<file path="src/hw/tone_decode_regs.svh">
`ifndef TONE_DECODE_REGS_SVH
`define TONE_DECODE_REGS_SVH

// register byte offsets
`define REG_CTRL_OFS      8'h00
`define REG_STATUS_OFS    8'h04
`define REG_CODE_OFS      8'h08
`define REG_GTP_OFS       8'h0c
`define REG_GTA_OFS       8'h10
`define REG_IRQ_STAT_OFS  8'h14
`define REG_IRQ_EN_OFS    8'h18
`define REG_IRQ_CLR_OFS   8'h1c

// field positions
`define CTRL_EXT_STEER_BIT 0
`define EV_REGISTERED_BIT  0
`define EV_PAUSE_BIT       1
`define EV_REJECT_BIT      2

// reset values
`define CTRL_RST       1'b0
`define GTP_RST        16'h001e
`define GTA_RST        16'h001e
`define CODE_RST       4'h0
`define IRQ_EN_RST     3'h0

// timing
`define CLK_HZ              20000000
`define CLK_MHZ             20
`define PRESENCE_DETECT_US  5000
`define GUARD_TICK_US       1000
`define SETTLE_NS           4000
`define CLK_PERIOD_NS       50
`define TOL_PER_MILLE       25

// tone frequencies in Hz
`define ROW0_HZ 697
`define ROW1_HZ 770
`define ROW2_HZ 852
`define ROW3_HZ 941
`define COL0_HZ 1209
`define COL1_HZ 1336
`define COL2_HZ 1477
`define COL3_HZ 1633

`endif

</file>
<file path="src/hw/tone_decode_pkg.sv">
package tone_decode_pkg;
  typedef logic [1:0] tone_idx_t;
  typedef logic [3:0] key_code_t;
  typedef enum logic [1:0] {
    ST_IDLE   = 2'b00,
    ST_SETTLE = 2'b01,
    ST_HELD   = 2'b10
  } steer_state_t;
endpackage

</file>
<file path="src/hw/tone_decode.sv">
// Added by the designer: the Avalon-MM register port and the placing of the registers.
`include "tone_decode_regs.svh"
module tone_decode import tone_decode_pkg::*; #(
  parameter int DETECT_CYCLES = `PRESENCE_DETECT_US * `CLK_MHZ,
  parameter int TICK_CYCLES   = `GUARD_TICK_US * `CLK_MHZ,
  // multiplies every tone rate; 1 for real tones, larger only to shorten runs
  // limitation: a large scale coarsens the period windows of the meters
  parameter int TONE_SCALE    = 1
) (
  // clock and reset
  input  wire logic        CLK,
  input  wire logic        RST,
  // limited tones from the filter comparators
  input  wire logic        LOW_TONE,
  input  wire logic        HIGH_TONE,
  // steering pin: comparator level in, guard drive out
  input  wire logic        STEER_IN,
  output logic             GUARD_DRIVE_OUT,
  output logic             GUARD_DRIVE_OE,
  // code bus
  input  wire logic        CODE_OUTPUT_ENABLE,
  output logic [3:0]       CODE_OUT,
  output logic             CODE_OE,
  // flags
  output logic             EARLY_DETECT_FLAG,
  output logic             DELAYED_STEER_FLAG,
  // avalon-mm slave
  input  wire logic [7:0]  AVS_ADDRESS,
  input  wire logic        AVS_READ,
  input  wire logic        AVS_WRITE,
  input  wire logic [31:0] AVS_WRITEDATA,
  output logic [31:0]      AVS_READDATA,
  output logic             AVS_WAITREQUEST,
  // interrupt
  output logic             IRQ
);
  localparam int SETTLE_CYCLES =
    (`SETTLE_NS + `CLK_PERIOD_NS - 1) / `CLK_PERIOD_NS;

  logic         low_s, high_s, steer_s, toe_s;
  logic         low_ok, high_ok;
  tone_idx_t    low_idx, high_idx;
  logic         pair_ok;
  logic [3:0]   pair_key;
  logic [3:0]   det_key_q;
  logic [16:0]  det_cnt_q;
  logic         early_q;
  logic [14:0]  tick_cnt_q;
  logic         tick;
  logic [15:0]  guard_cnt_q;
  logic         steer_int_q;
  logic         steer;
  logic         steer_prev_q;
  logic         steer_rise, steer_fall;
  key_code_t    code_q;
  steer_state_t st_q;
  logic [6:0]   settle_q;
  logic         stdf_q;
  logic         ext_steer_q;
  logic [15:0]  gtp_q, gta_q;
  logic [2:0]   irq_stat_q, irq_en_q, ev;
  logic         early_prev_q, reg_seen_q;
  logic         ack_q;
  logic         req;

  sync2 u_sync_low   (.clk(CLK), .rst(RST), .d(LOW_TONE),           .q(low_s));
  sync2 u_sync_high  (.clk(CLK), .rst(RST), .d(HIGH_TONE),          .q(high_s));
  sync2 u_sync_steer (.clk(CLK), .rst(RST), .d(STEER_IN),           .q(steer_s));
  sync2 u_sync_toe   (.clk(CLK), .rst(RST), .d(CODE_OUTPUT_ENABLE), .q(toe_s));

  tone_meter #(
    .F0(`ROW0_HZ * TONE_SCALE), .F1(`ROW1_HZ * TONE_SCALE),
    .F2(`ROW2_HZ * TONE_SCALE), .F3(`ROW3_HZ * TONE_SCALE)
  ) u_low (
    .clk(CLK), .rst(RST), .tone(low_s), .valid(low_ok), .idx(low_idx));
  tone_meter #(
    .F0(`COL0_HZ * TONE_SCALE), .F1(`COL1_HZ * TONE_SCALE),
    .F2(`COL2_HZ * TONE_SCALE), .F3(`COL3_HZ * TONE_SCALE)
  ) u_high (
    .clk(CLK), .rst(RST), .tone(high_s), .valid(high_ok), .idx(high_idx));

  // key map
  always_comb begin
    if (high_idx == 2'd3) begin
      pair_key = (low_idx == 2'd3) ? 4'h0 : {2'b11, low_idx} + 4'h1;
    end else if (low_idx == 2'd3) begin
      case (high_idx)
        2'd0:    pair_key = 4'hb;
        2'd1:    pair_key = 4'ha;
        default: pair_key = 4'hc;
      endcase
    end else begin
      pair_key = 4'((low_idx * 3) + high_idx + 1);
    end
  end
  assign pair_ok = low_ok && high_ok;

  // presence detection; loss drops the flag at once
  always_ff @(posedge CLK) begin
    if (RST) begin
      det_cnt_q <= 17'h00000;
      det_key_q <= 4'h0;
      early_q   <= 1'b0;
    end else if (!pair_ok || pair_key != det_key_q) begin
      det_cnt_q <= 17'h00000;
      det_key_q <= pair_key;
      early_q   <= 1'b0;
    end else if (int'(det_cnt_q) >= DETECT_CYCLES - 1) begin
      early_q <= 1'b1;
    end else begin
      det_cnt_q <= det_cnt_q + 17'h00001;
    end
  end
  assign EARLY_DETECT_FLAG = early_q;

  // guard prescaler, one tick per guard unit
  assign tick = (int'(tick_cnt_q) == TICK_CYCLES - 1);
  always_ff @(posedge CLK) begin
    if (RST || tick) begin
      tick_cnt_q <= 15'h0000;
    end else begin
      tick_cnt_q <= tick_cnt_q + 15'h0001;
    end
  end

  // internal steering: early flag must differ for a whole guard time
  always_ff @(posedge CLK) begin
    if (RST) begin
      guard_cnt_q <= 16'h0000;
      steer_int_q <= 1'b0;
    end else if (early_q == steer_int_q) begin
      guard_cnt_q <= 16'h0000;
    end else if (guard_cnt_q >= (steer_int_q ? gta_q : gtp_q)) begin
      guard_cnt_q <= 16'h0000;
      steer_int_q <= early_q;
    end else if (tick) begin
      guard_cnt_q <= guard_cnt_q + 16'h0001;
    end
  end

  assign steer = ext_steer_q ? steer_s : steer_int_q;
  assign steer_rise = steer && !steer_prev_q;
  assign steer_fall = !steer && steer_prev_q;

  // registration and delayed flag
  always_ff @(posedge CLK) begin
    if (RST) begin
      steer_prev_q <= 1'b0;
      st_q         <= ST_IDLE;
      settle_q     <= 7'h00;
      stdf_q       <= 1'b0;
      code_q       <= `CODE_RST;
    end else begin
      steer_prev_q <= steer;
      case (st_q)
        ST_IDLE: begin
          if (steer_rise) begin
            code_q   <= det_key_q;
            settle_q <= 7'h00;
            st_q     <= ST_SETTLE;
          end
        end
        ST_SETTLE: begin
          if (!steer) begin
            st_q <= ST_IDLE;
          end else if (int'(settle_q) >= SETTLE_CYCLES - 1) begin
            stdf_q <= 1'b1;
            st_q   <= ST_HELD;
          end else begin
            settle_q <= settle_q + 7'h01;
          end
        end
        ST_HELD: begin
          if (!steer) begin
            stdf_q <= 1'b0;
            st_q   <= ST_IDLE;
          end
        end
        default: st_q <= ST_IDLE;
      endcase
    end
  end
  assign DELAYED_STEER_FLAG = stdf_q;

  // guard drive resets the external time constant while tone persists and the state is not ST_IDLE
  assign GUARD_DRIVE_OUT = (st_q != ST_IDLE) && early_q;
  assign GUARD_DRIVE_OE  = GUARD_DRIVE_OUT;

  // latched code goes out under the synced enable
  assign CODE_OUT = code_q;
  assign CODE_OE  = toe_s;

  // events
  always_ff @(posedge CLK) begin
    if (RST) begin
      early_prev_q <= 1'b0;
      reg_seen_q   <= 1'b0;
    end else begin
      early_prev_q <= early_q;
      if (early_q && !early_prev_q) begin
        reg_seen_q <= 1'b0;
      end else if (steer_rise) begin
        reg_seen_q <= 1'b1;
      end
    end
  end
  always_comb begin
    ev = 3'h0;
    ev[`EV_REGISTERED_BIT] = (st_q == ST_SETTLE) && (int'(settle_q) >= SETTLE_CYCLES - 1)
                             && steer;
    ev[`EV_PAUSE_BIT]      = (st_q == ST_HELD) && !steer;
    // burst ended with no registration since it began
    ev[`EV_REJECT_BIT]     = !early_q && early_prev_q && !reg_seen_q && !steer;
  end

  // bus: one wait cycle, request taken when waitrequest is low
  assign req             = AVS_READ || AVS_WRITE;
  assign AVS_WAITREQUEST = req && !ack_q;

  always_ff @(posedge CLK) begin
    if (RST) begin
      ack_q        <= 1'b0;
      AVS_READDATA <= 32'h00000000;
    end else begin
      ack_q <= req && !ack_q;
      if (AVS_READ && !ack_q) begin
        case (AVS_ADDRESS)
          `REG_CTRL_OFS:     AVS_READDATA <= {31'h0, ext_steer_q};
          `REG_STATUS_OFS:   AVS_READDATA <= {26'h0, st_q, toe_s, steer, stdf_q, early_q};
          `REG_CODE_OFS:     AVS_READDATA <= {28'h0, code_q};
          `REG_GTP_OFS:      AVS_READDATA <= {16'h0, gtp_q};
          `REG_GTA_OFS:      AVS_READDATA <= {16'h0, gta_q};
          `REG_IRQ_STAT_OFS: AVS_READDATA <= {29'h0, irq_stat_q};
          `REG_IRQ_EN_OFS:   AVS_READDATA <= {29'h0, irq_en_q};
          default:           AVS_READDATA <= 32'h00000000;
        endcase
      end
    end
  end

  always_ff @(posedge CLK) begin
    if (RST) begin
      ext_steer_q <= `CTRL_RST;
      gtp_q       <= `GTP_RST;
      gta_q       <= `GTA_RST;
      irq_en_q    <= `IRQ_EN_RST;
    end else if (AVS_WRITE && ack_q) begin
      case (AVS_ADDRESS)
        `REG_CTRL_OFS:   ext_steer_q <= AVS_WRITEDATA[`CTRL_EXT_STEER_BIT];
        `REG_GTP_OFS:    gtp_q       <= AVS_WRITEDATA[15:0];
        `REG_GTA_OFS:    gta_q       <= AVS_WRITEDATA[15:0];
        `REG_IRQ_EN_OFS: irq_en_q    <= AVS_WRITEDATA[2:0];
        default: ;
      endcase
    end
  end

  // sticky status: a new event wins over a clear in the same cycle
  always_ff @(posedge CLK) begin
    if (RST) begin
      irq_stat_q <= 3'h0;
    end else if (AVS_WRITE && ack_q && AVS_ADDRESS == `REG_IRQ_CLR_OFS) begin
      irq_stat_q <= (irq_stat_q & ~AVS_WRITEDATA[2:0]) | ev;
    end else begin
      irq_stat_q <= irq_stat_q | ev;
    end
  end
  assign IRQ = |(irq_stat_q & irq_en_q);
endmodule // tone_decode

</file>
<file path="src/hw/sync2.sv">
module sync2 (
  input  wire logic clk,
  input  wire logic rst,
  input  wire logic d,
  output logic      q
);
  logic meta_q;
  always_ff @(posedge clk) begin
    if (rst) begin
      meta_q <= 1'b0;
      q      <= 1'b0;
    end else begin
      meta_q <= d;
      q      <= meta_q;
    end
  end
endmodule // sync2

</file>
<file path="src/hw/tone_meter.sv">
`include "tone_decode_regs.svh"
module tone_meter import tone_decode_pkg::*; #(
  parameter int F0 = `ROW0_HZ,
  parameter int F1 = `ROW1_HZ,
  parameter int F2 = `ROW2_HZ,
  parameter int F3 = `ROW3_HZ
) (
  input  wire logic clk,
  input  wire logic rst,
  input  wire logic tone,
  output logic      valid,
  output tone_idx_t idx
);
  localparam int FREQ[4] = '{F0, F1, F2, F3};
  logic [15:0] cnt_q;
  logic        tone_q;
  logic        prev_ok_q;
  tone_idx_t   prev_idx_q;
  logic        hit;
  tone_idx_t   hit_idx;

  // period window per tone, tolerance between accept and reject limits
  always_comb begin
    hit     = 1'b0;
    hit_idx = 2'd0;
    for (int i = 0; i < 4; i++) begin
      if (int'(cnt_q) >= (`CLK_HZ / FREQ[i]) * 1000 / (1000 + `TOL_PER_MILLE) &&
          int'(cnt_q) <= (`CLK_HZ / FREQ[i]) * 1000 / (1000 - `TOL_PER_MILLE)) begin
        hit     = 1'b1;
        hit_idx = tone_idx_t'(i);
      end
    end
  end

  always_ff @(posedge clk) begin
    if (rst) begin
      cnt_q      <= 16'h0000;
      tone_q     <= 1'b0;
      prev_ok_q  <= 1'b0;
      prev_idx_q <= 2'd0;
      valid      <= 1'b0;
      idx        <= 2'd0;
    end else begin
      tone_q <= tone;
      if (tone && !tone_q) begin
        cnt_q      <= 16'h0001;
        prev_ok_q  <= hit;
        prev_idx_q <= hit_idx;
        // two matching periods in a row guard against voice talk-off
        valid      <= hit && prev_ok_q && (hit_idx == prev_idx_q);
        idx        <= hit_idx;
      end else if (int'(cnt_q) > (`CLK_HZ / F0) * 1000 / (1000 - `TOL_PER_MILLE)) begin
        valid     <= 1'b0;
        prev_ok_q <= 1'b0;
      end else begin
        cnt_q <= cnt_q + 16'h0001;
      end
    end
  end
endmodule // tone_meter

</file>
<file path="config.mk">
export PLATFORM = sky130hd
export DESIGN_NAME = tone_decode
export DESIGN_NICKNAME = d
export VERILOG_FILES = /design/src/hw/tone_decode_pkg.sv /design/src/hw/tone_decode.sv /design/src/hw/sync2.sv /design/src/hw/tone_meter.sv
export VERILOG_INCLUDE_DIRS = /design/src /design/src/hw
export SDC_FILE = /design/constraint.sdc
export NUM_CORES = 1
export LEC_CHECK = 0
export ABC_AREA = 1
export BUFFER_PORTS_ARGS = -buffer_cell sky130_fd_sc_hd__buf_2
export CAP_MARGIN = 20
export CELL_PAD_IN_SITES_DETAIL_PLACEMENT = 1
export CELL_PAD_IN_SITES_GLOBAL_PLACEMENT = 2
export CORE_ASPECT_RATIO = 0.8
export CORE_UTILIZATION = 36
export CTS_CLUSTER_DIAMETER = 40
export DETAILED_ROUTE_END_ITERATION = 12
export PLACE_DENSITY_LB_ADDON = 0.1
export SLEW_MARGIN = 30
export SYNTH_ARGS = -nofsm -noshare
export SYNTH_HDL_FRONTEND = slang
export SYNTH_SLANG_ARGS = --single-unit
</file>
<file path="constraint.sdc">
create_clock -name CLK -period 7.4 [get_ports CLK]
set_clock_uncertainty 0.05 [all_clocks]
set_input_delay 1.11 -clock CLK [delete_from_list [all_inputs] [get_ports CLK]]
set_output_delay 1.11 -clock CLK [all_outputs]
set_load 0.005 [all_outputs]
</file>
* Word-level counts from Yosys, hierarchy flattened
Cells that the tools add are included.
Storage, ports and cells: flip-flop bits (word level) 193, bits in latches 0, bits in writable memories 0, bits in read-only memories 0, input bits 48, output and inout bits 43, memories kept 0
Cells by class: $add $sub $neg 9, $mul 1, div/mod/pow operators 0, magnitude comparators 21, equal/unequal tests 25, shift operators 0, muxes and demuxes 45, bitwise gates (word level) 6, reduce and logical (&&, ||, !) cells 63
Operators by type and width (count):
- $pmux 16 s7 | 1
- $le 16x15->1 const B | 5
- $ge 16x14->1 const B | 4
- $ge 16x15->1 const B | 4
- $add 16x1->16 const B | 3
- $le 16x14->1 const B | 3
- $eq 8x5->1 const B | 4
- $gt 16x15->1 const B | 2
- $logic_and 1x1->1 | 28
- $mux 1 | 24
- $mux 7 | 3
- $add 17x1->17 const B | 1
- $ge 17x17->1 const B | 1
- $eq 8x4->1 const B | 2
- $ge 16x16->1 | 1
- $mux 16 | 1
- $mux 2 | 8
- $add 15x1->15 const B | 1
- $eq 15x15->1 const B | 1
- $pmux 7 s2 | 1
- $mux 4 | 3
- $reduce_and 2->1 | 6
- $ne 2x2->1 const B | 5
- $reduce_bool 2->1 | 5
- other kinds (30) | 53

* Depth between registers and ports, before layout
Gate-level depths: netlist of the first run.
depth in word-level cells 9, gate-level depth with buffers 16, mapped depth without buffers 16

* By module
Synthesis of the first run repeated with hierarchy kept, for this count alone.
Unflattened totals: cells, all modules 1476, area, all modules 9992.1 um^2
Modules (own cells, without submodules):
- tone_decode | instances 1, cells an instance 949, area an instance 6772.7 um^2, seq. area each 2542.4 um^2
- tone_meter at u_low | instances 1, cells an instance 256, area an instance 1520.2 um^2, seq. area each 420.4 um^2
- tone_meter at u_high | instances 1, cells an instance 247, area an instance 1478.9 um^2, seq. area each 420.4 um^2
- sync2 | instances 4, cells an instance 6, area an instance 55.1 um^2, seq. area each 40.0 um^2

* Worst setup path before layout of the first run
No wires, ideal clock.
kind flip-flop to flip-flop, start point register u_low.idx[0], end point register det_cnt_q[9], data arrival time 2.337 ns, data required time 7.284 ns, setup slack 4.947 ns, cell stages (with the launch flop) 10, buffers on the path 1, cells stage by stage dfxtp_1 fa_1 fa_1 nor2_1 a2bb2oi_2 xnor2_1 nor3_2 nand3_2 buf_6 a21oi_2
On the way: longest elaborated chain between the ends 8, elaborated cells between the ends (all ways) 11
RTL lines:
- from (decl) | line tone_meter.sv:12 | output tone_idx_t idx
- from (signal assigned) | line tone_meter.sv:51 | idx <= hit_idx;
- $mul 2x2->4 | line tone_decode.sv:93 | pair_key = 4'((low_idx * 3) + high_idx + 1);
- $add 4x2->4 | line tone_decode.sv:93
- $add 4x1->4 | line tone_decode.sv:93
- $mux 4 | line tone_decode.sv:86 | end else if (low_idx == 2'd3) begin
- $mux 4 * | line tone_decode.sv:84 | if (high_idx == 2'd3) begin
- $ne 4x4->1 * | line tone_decode.sv:104 | end else if (!pair_ok || pair_key != det_key_q) begin
- $logic_or 1x1->1 * | line tone_decode.sv:104
- $reduce_or 2->1 (no line) *
- to (signal assigned) | line tone_decode.sv:111 | det_cnt_q <= det_cnt_q + 17'h00001;
- to (decl) | line tone_decode.sv:46 | logic [16:0] det_cnt_q;
Every way passes the cells marked *; elsewhere a longest branch is shown, timed or not. A chain may end at the register's enable or synchronous reset.

* Worst setup path after layout of the first run
start point input AVS_ADDRESS[5], end point register gta_q[15]
On the way: longest elaborated chain between the ends 2
RTL lines:
- from (decl) | line tone_decode.sv:28 | input wire logic [7:0] AVS_ADDRESS,
- $eq 8x5->1 | line tone_decode.sv:248 | case (AVS_ADDRESS)
- $reduce_and 2->1 (no line)
- to (signal assigned) | line tone_decode.sv:245 | gta_q <= `GTA_RST;
- to (signal assigned) | line tone_decode.sv:251 | `REG_GTA_OFS: gta_q <= AVS_WRITEDATA[15:0];
- to (decl) | line tone_decode.sv:60 | logic [15:0] gtp_q, gta_q;
Every way passes these cells.

==> results.toml, run 1 <==
[run_status]
outcome = "finished, final reports clean"

[power_and_ir_drop]
pwr-share-comb_pct = 4.0
p_leak_nw = 4.34
p_total_mw = 2.02
clockPowerShare_pct = 47.9
p_seq_share_pct = 48.1
p_switching_mw = 0.481
power_density_nw_per_um2 = 186
swShare_pct = 23.8
ir_drop_uv = 167
p_int_mw = 1.54

[timing]
slew_viol_final = 0
tightest_slew_ns = 0.700
fmax_mhz = 281
period_share_pct = 48.1
post-route-min-period_ns = 3.56
finalSetupViolCount = 0
fin_tns_setup_ns = 0
hold_viol_final = 0
rsz0062_at_grt = "false"
relSlewSlack_pct = 53.2
setup_ws_ns = 3.84

[floorplanning]
core_sq_um = 26400
io_pins = 91
rows = 53
die_y_um = 149
die_w_um = 186
initial_core_util_pct = 36.8
dieArea_sq_um = 27700

[setup_path]
r2r-start = "steer_int_q$_SDFFE_PP0P_"
ff2ff_path_depth = 10
cp_slowest_cell = "nor2_1"
startpoint = "AVS_ADDRESS[5]"
path_max_fanout = 22
critPathCapture = "gta_q[15]$_SDFFE_PP0P_"
crit_family = "simple AND/OR/NAND/NOR gates"
slowest_delay_ns = 0.67
cp-end-kind = "register"
r2r_slack_ns = 4.36
critPathLaunchType = "input pin"
arrival_ns = 3.81
cpMostUsedCell = "nor2_1"
cp_cell_sequence = "buf_2 > nor2_1 > nand2_1 > nor2_1 > nand2_1 > nor2_1 > inv_1 > o21ai_0 > a21oi_1"
critical_path_required_ns = 7.65
crit_cells = 9
crit_buf_inv = 2
rr_endpoint = "guard_cnt_q[4]$_SDFFE_PP0P_"
path_class = "in -> reg"

[logic_synthesis]
synth_top_area_share_pct = 36.5
yosysWarnings = 0
syn-mean-instance-area_sq_um = 6.83
syn_area_sq_um = 9720
ys.flop_type = "dfxtp_1"
ys_seq_area_share_pct = 36.5
synth_edf_count = 0
synth_area_leader_cell = "dfxtp_1"
yosysUniqueCellTypes = 55
synth-seq-cells = 177
syn_inst = 1422
synthTopCellsByArea = "dfxtp_1 (36%), nand2_1 (12%), inv_1 (6.4%)"
async_flop_share_pct = 0

[grt]
grt_max_degree = 53
grt_overflow = 0
grt_util_all_layers_pct = 21.2
grt_first_pass_wirelength_um = 45900
grt_pass1_vias = 8748
grt_antenna_before_repair = 0

[finish]
drive_gt1_share_pct = 11.0
nets = 1549
diodes = 0
final_util_pct = 41.2
fin_area_sq_um = 10900
area_delta_synth_final_pct = 11.8

[drt]
drc = 0
antenna_left = 0
finalWirelength_um = 28300
vias = 9073
avgViaCountPerCell = 4.94
wl_per_cell_um = 15.4
drt_pass1_iterations = 5
drt_iter0_markers = 518

[cts]
cts_root_buffer = "clkbuf_16"
htreeDepth = 4
cts_resized = 0
clkSlewWorstSetupHoldPaths_ns = 0.07
postCtsSetupBuffers = 0
numCtsBuffers = 17
cts.sinks = 177
clk_latency_ns = 0.44
cts_tree = "yes"
cts_buffer_depth = 2
ctsHoldBuffers = 0

[place]
placed_area_sq_um = 10300
port_buffers = 58
gp_congestion = 0.829
dpl.hpwl_um = 21000
pre_cts_slack_ns = 3.38

[worst_hold_path]
min_path_type = "reg -> reg"

[run]
cap_viol_max_count = 0
[worst min path at each step]
stage	depth (start not counted)	from	endpoint
after floorplan	2	u_sync_high.meta_q$_SDFF_PP0_	u_sync_high.q$_SDFF_PP0_
after global placement	2	u_sync_low.meta_q$_SDFF_PP0_	u_sync_low.q$_SDFF_PP0_
after detailed placement	2	u_sync_toe.meta_q$_SDFF_PP0_	u_sync_toe.q$_SDFF_PP0_
after CTS	2	u_sync_steer.meta_q$_SDFF_PP0_	u_sync_steer.q$_SDFF_PP0_
after global routing	2	u_sync_low.meta_q$_SDFF_PP0_	u_sync_low.q$_SDFF_PP0_
final	2	u_sync_steer.meta_q$_SDFF_PP0_	u_sync_steer.q$_SDFF_PP0_
[worst min-delay path, cell delays in order (launching register included)]
cell and delay [ns]:
dfxtp_1 0.30, inv_1 0.04, nor2_1 0.03
[cell families (layout without fill, tap and decap cells)]
kind of cell	after synthesis	after routing	share of synthesized area [%]
AO/OA/AOI/OAI	272	272	15.4
XOR/XNOR	29	29	2.61
adder cells (fa/ha/maj)	35	35	4.66
buffers and inverters	231	273	9.98
flip-flops	177	177	36.5
multiplexers	1	1	0.116
other	1	16	0.0386
AND/OR/NAND/NOR	676	676	30.7
[synthesized netlist by cell type (4+ instances only)]
cell	number
nor2_4	7
xor2_1	21
buf_4	18
buf_2	11
nor2_1	165
nor4_1	6
nand3_1	74
nand2_1	323
o21ai_1	6
ha_1	33
nand4_1	21
o211ai_1	9
nor3_2	4
nor3_1	35
a21oi_2	11
nand2_2	10
or2_2	6
o21ai_0	104
a21oi_1	120
o22ai_1	4
inv_1	166
inv_2	8
dfxtp_1	177
xnor2_1	8
clkbuf_1	18
nor2_2	8
[metal layers]
layer | vias up | GRT usage, % | share of wire [%]
met5 | - | 0 | 0
met4 | 0 | 4.55 | 0.84
met3 | 19 | 3.49 | 2.6
met2 | 97 | 30.8 | 41
met1 | 4294 | 32.2 | 55
li1 | 4663 | - | -
[placed cells by master, fill, tap and decap left out, types with 4 or more instances in the layout]
| cell | instances |
|---|---|
| a21oi_2 | 11 |
| o21ai_1 | 6 |
| o211ai_1 | 9 |
| nor3_1 | 35 |
| nor4_1 | 6 |
| ha_1 | 33 |
| o21ai_0 | 104 |
| clkinvlp_4 | 4 |
| o22ai_1 | 4 |
| nor2_2 | 8 |
| conb_1 | 16 |
| a21oi_1 | 120 |
| nand2_1 | 323 |
| or2_2 | 6 |
| clkbuf_16 | 17 |
| xnor2_1 | 8 |
| nor2_1 | 165 |
| nor2_4 | 7 |
| dfxtp_1 | 177 |
| buf_2 | 58 |
| nor3_2 | 4 |
| nand3_1 | 74 |
| nand2_2 | 10 |
| inv_1 | 166 |
| buf_4 | 6 |
| nand4_1 | 21 |
| xor2_1 | 21 |
| inv_2 | 8 |
[registers in the layout, summed over array words and instances (netlist names), 3 cells and up]
name,count
tick_cnt_q,15
u_high.cnt_q,16
u_low.cnt_q,16
det_key_q,4
gta_q,16
settle_q,7
gtp_q,16
AVS_READDATA,16
guard_cnt_q,16
det_cnt_q,17
irq_en_q,3
CODE_OUT,4
irq_stat_q,3
[cell type report]
cell class                 count  area (sq um)
multi-input combinational   1029          5260
clock inverter                12           156
inverter                     177           667
clock buffer                  20           457
tap                          357           447
fill                        3470         15500
timing repair buffer          64           335
sequential                   177          3540
[power groups by stage]
stage / sequential [mW] / combinational (mW) / clock, mW
floorplan: 0.988 / 0.0566 / 0
global placement: 0.991 / 0.0796 / 0
detailed placement: 0.992 / 0.0807 / 0
CTS: 0.969 / 0.0814 / 0.998
global route: 0.971 / 0.0912 / 1.03
finish: 0.970 / 0.0804 / 0.967
[metrics by stage]
stage / hold slack [ns] / std cells
2_1_floorplan: 0.338 / 1437
3_3_place_gp: 0.341 / 1804
3_5_place_dp: 0.348 / 1804
4_1_cts: 0.359 / 1836
5_1_grt: 0.371 / 1836
6_report: 0.354 / 1836
Note: power is estimated with default switching activity, not from simulation.
==> run 2, diff against run 1 <==
CORE_UTILIZATION = 34   (was 36)
clock period = 3.5 ns   (was 7.4 ns; I/O delays follow)
==> results.toml, run 2 (same netlist as run 1, synthesis figures left out) <==
[timing]
fmax_mhz = 339
fin_tns_setup_ns = 0
period_share_pct = 84.3
hold_viol_final = 0
relSlewSlack_pct = 57.7
finalSetupViolCount = 0
tightest_slew_ns = 0.634
rsz0062_at_grt = "false"
slew_viol_final = 0
post-route-min-period_ns = 2.95
whs_ns = 0.235

[floorplanning]
core_sq_um = 27700
io_pins = 91
initial_core_util_pct = 35.1
die_w_um = 191
dieArea_sq_um = 29300
die_y_um = 153
rows = 54

[setup_path]
critPathLaunchType = "register"
cpMostUsedCell = "fa_1"
cp-end-kind = "register"
critical_path_required_ns = 3.81
crit_buf_inv = 0
cp_slowest_cell = "fa_1"
crit_family = "simple AND/OR/NAND/NOR gates"
path_class = "reg -> reg"
path_max_fanout = 18
cp_cell_sequence = "fa_1 > fa_1 > nor2_1 > a2bb2oi_2 > xnor2_1 > nor3_2 > nand3_2 > nor3_1"
r2r-start = "u_low.idx[1]$_SDFFE_PP0P_"
arrival_ns = 3.26
startpoint = "u_low.idx[1]$_SDFFE_PP0P_"
slowest_delay_ns = 0.50

[power_and_ir_drop]
p_leak_nw = 4.34
power_density_nw_per_um2 = 390
ir_drop_uv = 341

[place]
dpl.hpwl_um = 21900
port_buffers = 58
gp_congestion = 0.811

[cts]
postCtsSetupBuffers = 0
clk_latency_ns = 0.45
cts_tree = "yes"
clkSlewWorstSetupHoldPaths_ns = 0.07
cts_buffer_depth = 2
ctsHoldBuffers = 0
htreeDepth = 4
cts_root_buffer = "clkbuf_16"
cts.sinks = 177
numCtsBuffers = 17
cts_resized = 0

[finish]
final_cell_mix = "nand2_1 (323), dfxtp_1 (177), inv_1 (166)"
final_common_cell = "nand2_1"
largest_reg_flops = 17
nets = 1553
drive_gt1_share_pct = 11.2
final_util_pct = 39.3
top_register = "det_cnt_q"
area_delta_synth_final_pct = 12.2

[grt]
grt_antenna_before_repair = 1
grt_first_pass_wirelength_um = 47800
grt_overflow = 0
grt_util_all_layers_pct = 20.6
grt_pass1_vias = 9116
grt_max_degree = 36

[drt]
drc = 0
drt_pass1_iterations = 7
avgViaCountPerCell = 4.96
wl_per_cell_um = 15.7
drt_iter0_markers = 361
antenna_left = 0
finalWirelength_um = 29100
vias = 9172

[run]
cap_viol_max_count = 0

[worst_hold_path]
min_path_type = "in -> reg"
hp-start = "HIGH_TONE"

[run_status]
outcome = "finished, final reports clean"
run 2: changes by cell type in the layout (fill, tap and decap cells not counted), sizes merged:
cell,change
buf,+4
clkinvlp,+3
clkbuf,-1
clkinv,-1
diode,+1
inv,-1
run 2: final timing paths:
check | endpoint | slack (ns) | cells after the start
setup / recovery | det_cnt_q[8]$_SDFFE_PP0N_ | 0.55 | 8
hold / removal | u_sync_high.meta_q$_SDFF_PP0_ | 0.24 | 3
setup reg to reg | det_cnt_q[8]$_SDFFE_PP0N_ | 0.55 | 8
hold reg to reg | u_sync_low.q$_SDFF_PP0_ | 0.36 | 2
run 2: worst register-to-register path, stage by stage, from the launching register on:
cell       delay, ns
dfxtp_1         0.47
fa_1            0.51
fa_1            0.47
nor2_1          0.17
a2bb2oi_2       0.21
xnor2_1         0.09
nor3_2          0.17
nand3_2         0.45
nor3_1          0.29
run 2: report_power, final:
| part | internal (mW) | total (mW) | switching, mW |
|---|---|---|---|
| Combinational | 0.0530 | 0.172 | 0.119 |
| Clock | 1.14 | 2.03 | 0.884 |
| Sequential | 2.03 | 2.05 | 0.0193 |
| Total | 3.23 | 4.25 | 1.02 |
run 2: per-stage QoR:
| stage | instance area [sq um] | setup WS [ns] | cells | power (mW) |
|---|---|---|---|---|
| 5_1_grt | 10900 | 0.218 | 1848 | 4.42 |
| 2_1_floorplan | 9770 | 1.05 | 1437 | 2.21 |
| 3_5_place_dp | 10300 | 0.495 | 1815 | 2.27 |
| 3_3_place_gp | 10300 | 0.573 | 1815 | 2.27 |
| 6_report | 10900 | 0.549 | 1848 | 4.25 |
| 4_1_cts | 10900 | 0.473 | 1847 | 4.31 |
run 2: cell type report:
type | count | area (sq um)
antenna | 1 | 2.50
clock buffer | 19 | 443
clock inverter | 13 | 161
fill | 3574 | 16800
inverter | 177 | 667
multi-input combinational | 1029 | 5260
sequential | 177 | 3540
tap | 364 | 455
timing repair buffer | 68 | 365
run 2: metal layers:
metal,up-vias,share of wire (%),GRT usage [%]
met5,-,0,0
met4,0,1.2,5.41
met3,24,2.3,2.66
met2,98,42,30.5
met1,4371,55,31.0
li1,4679,-,-
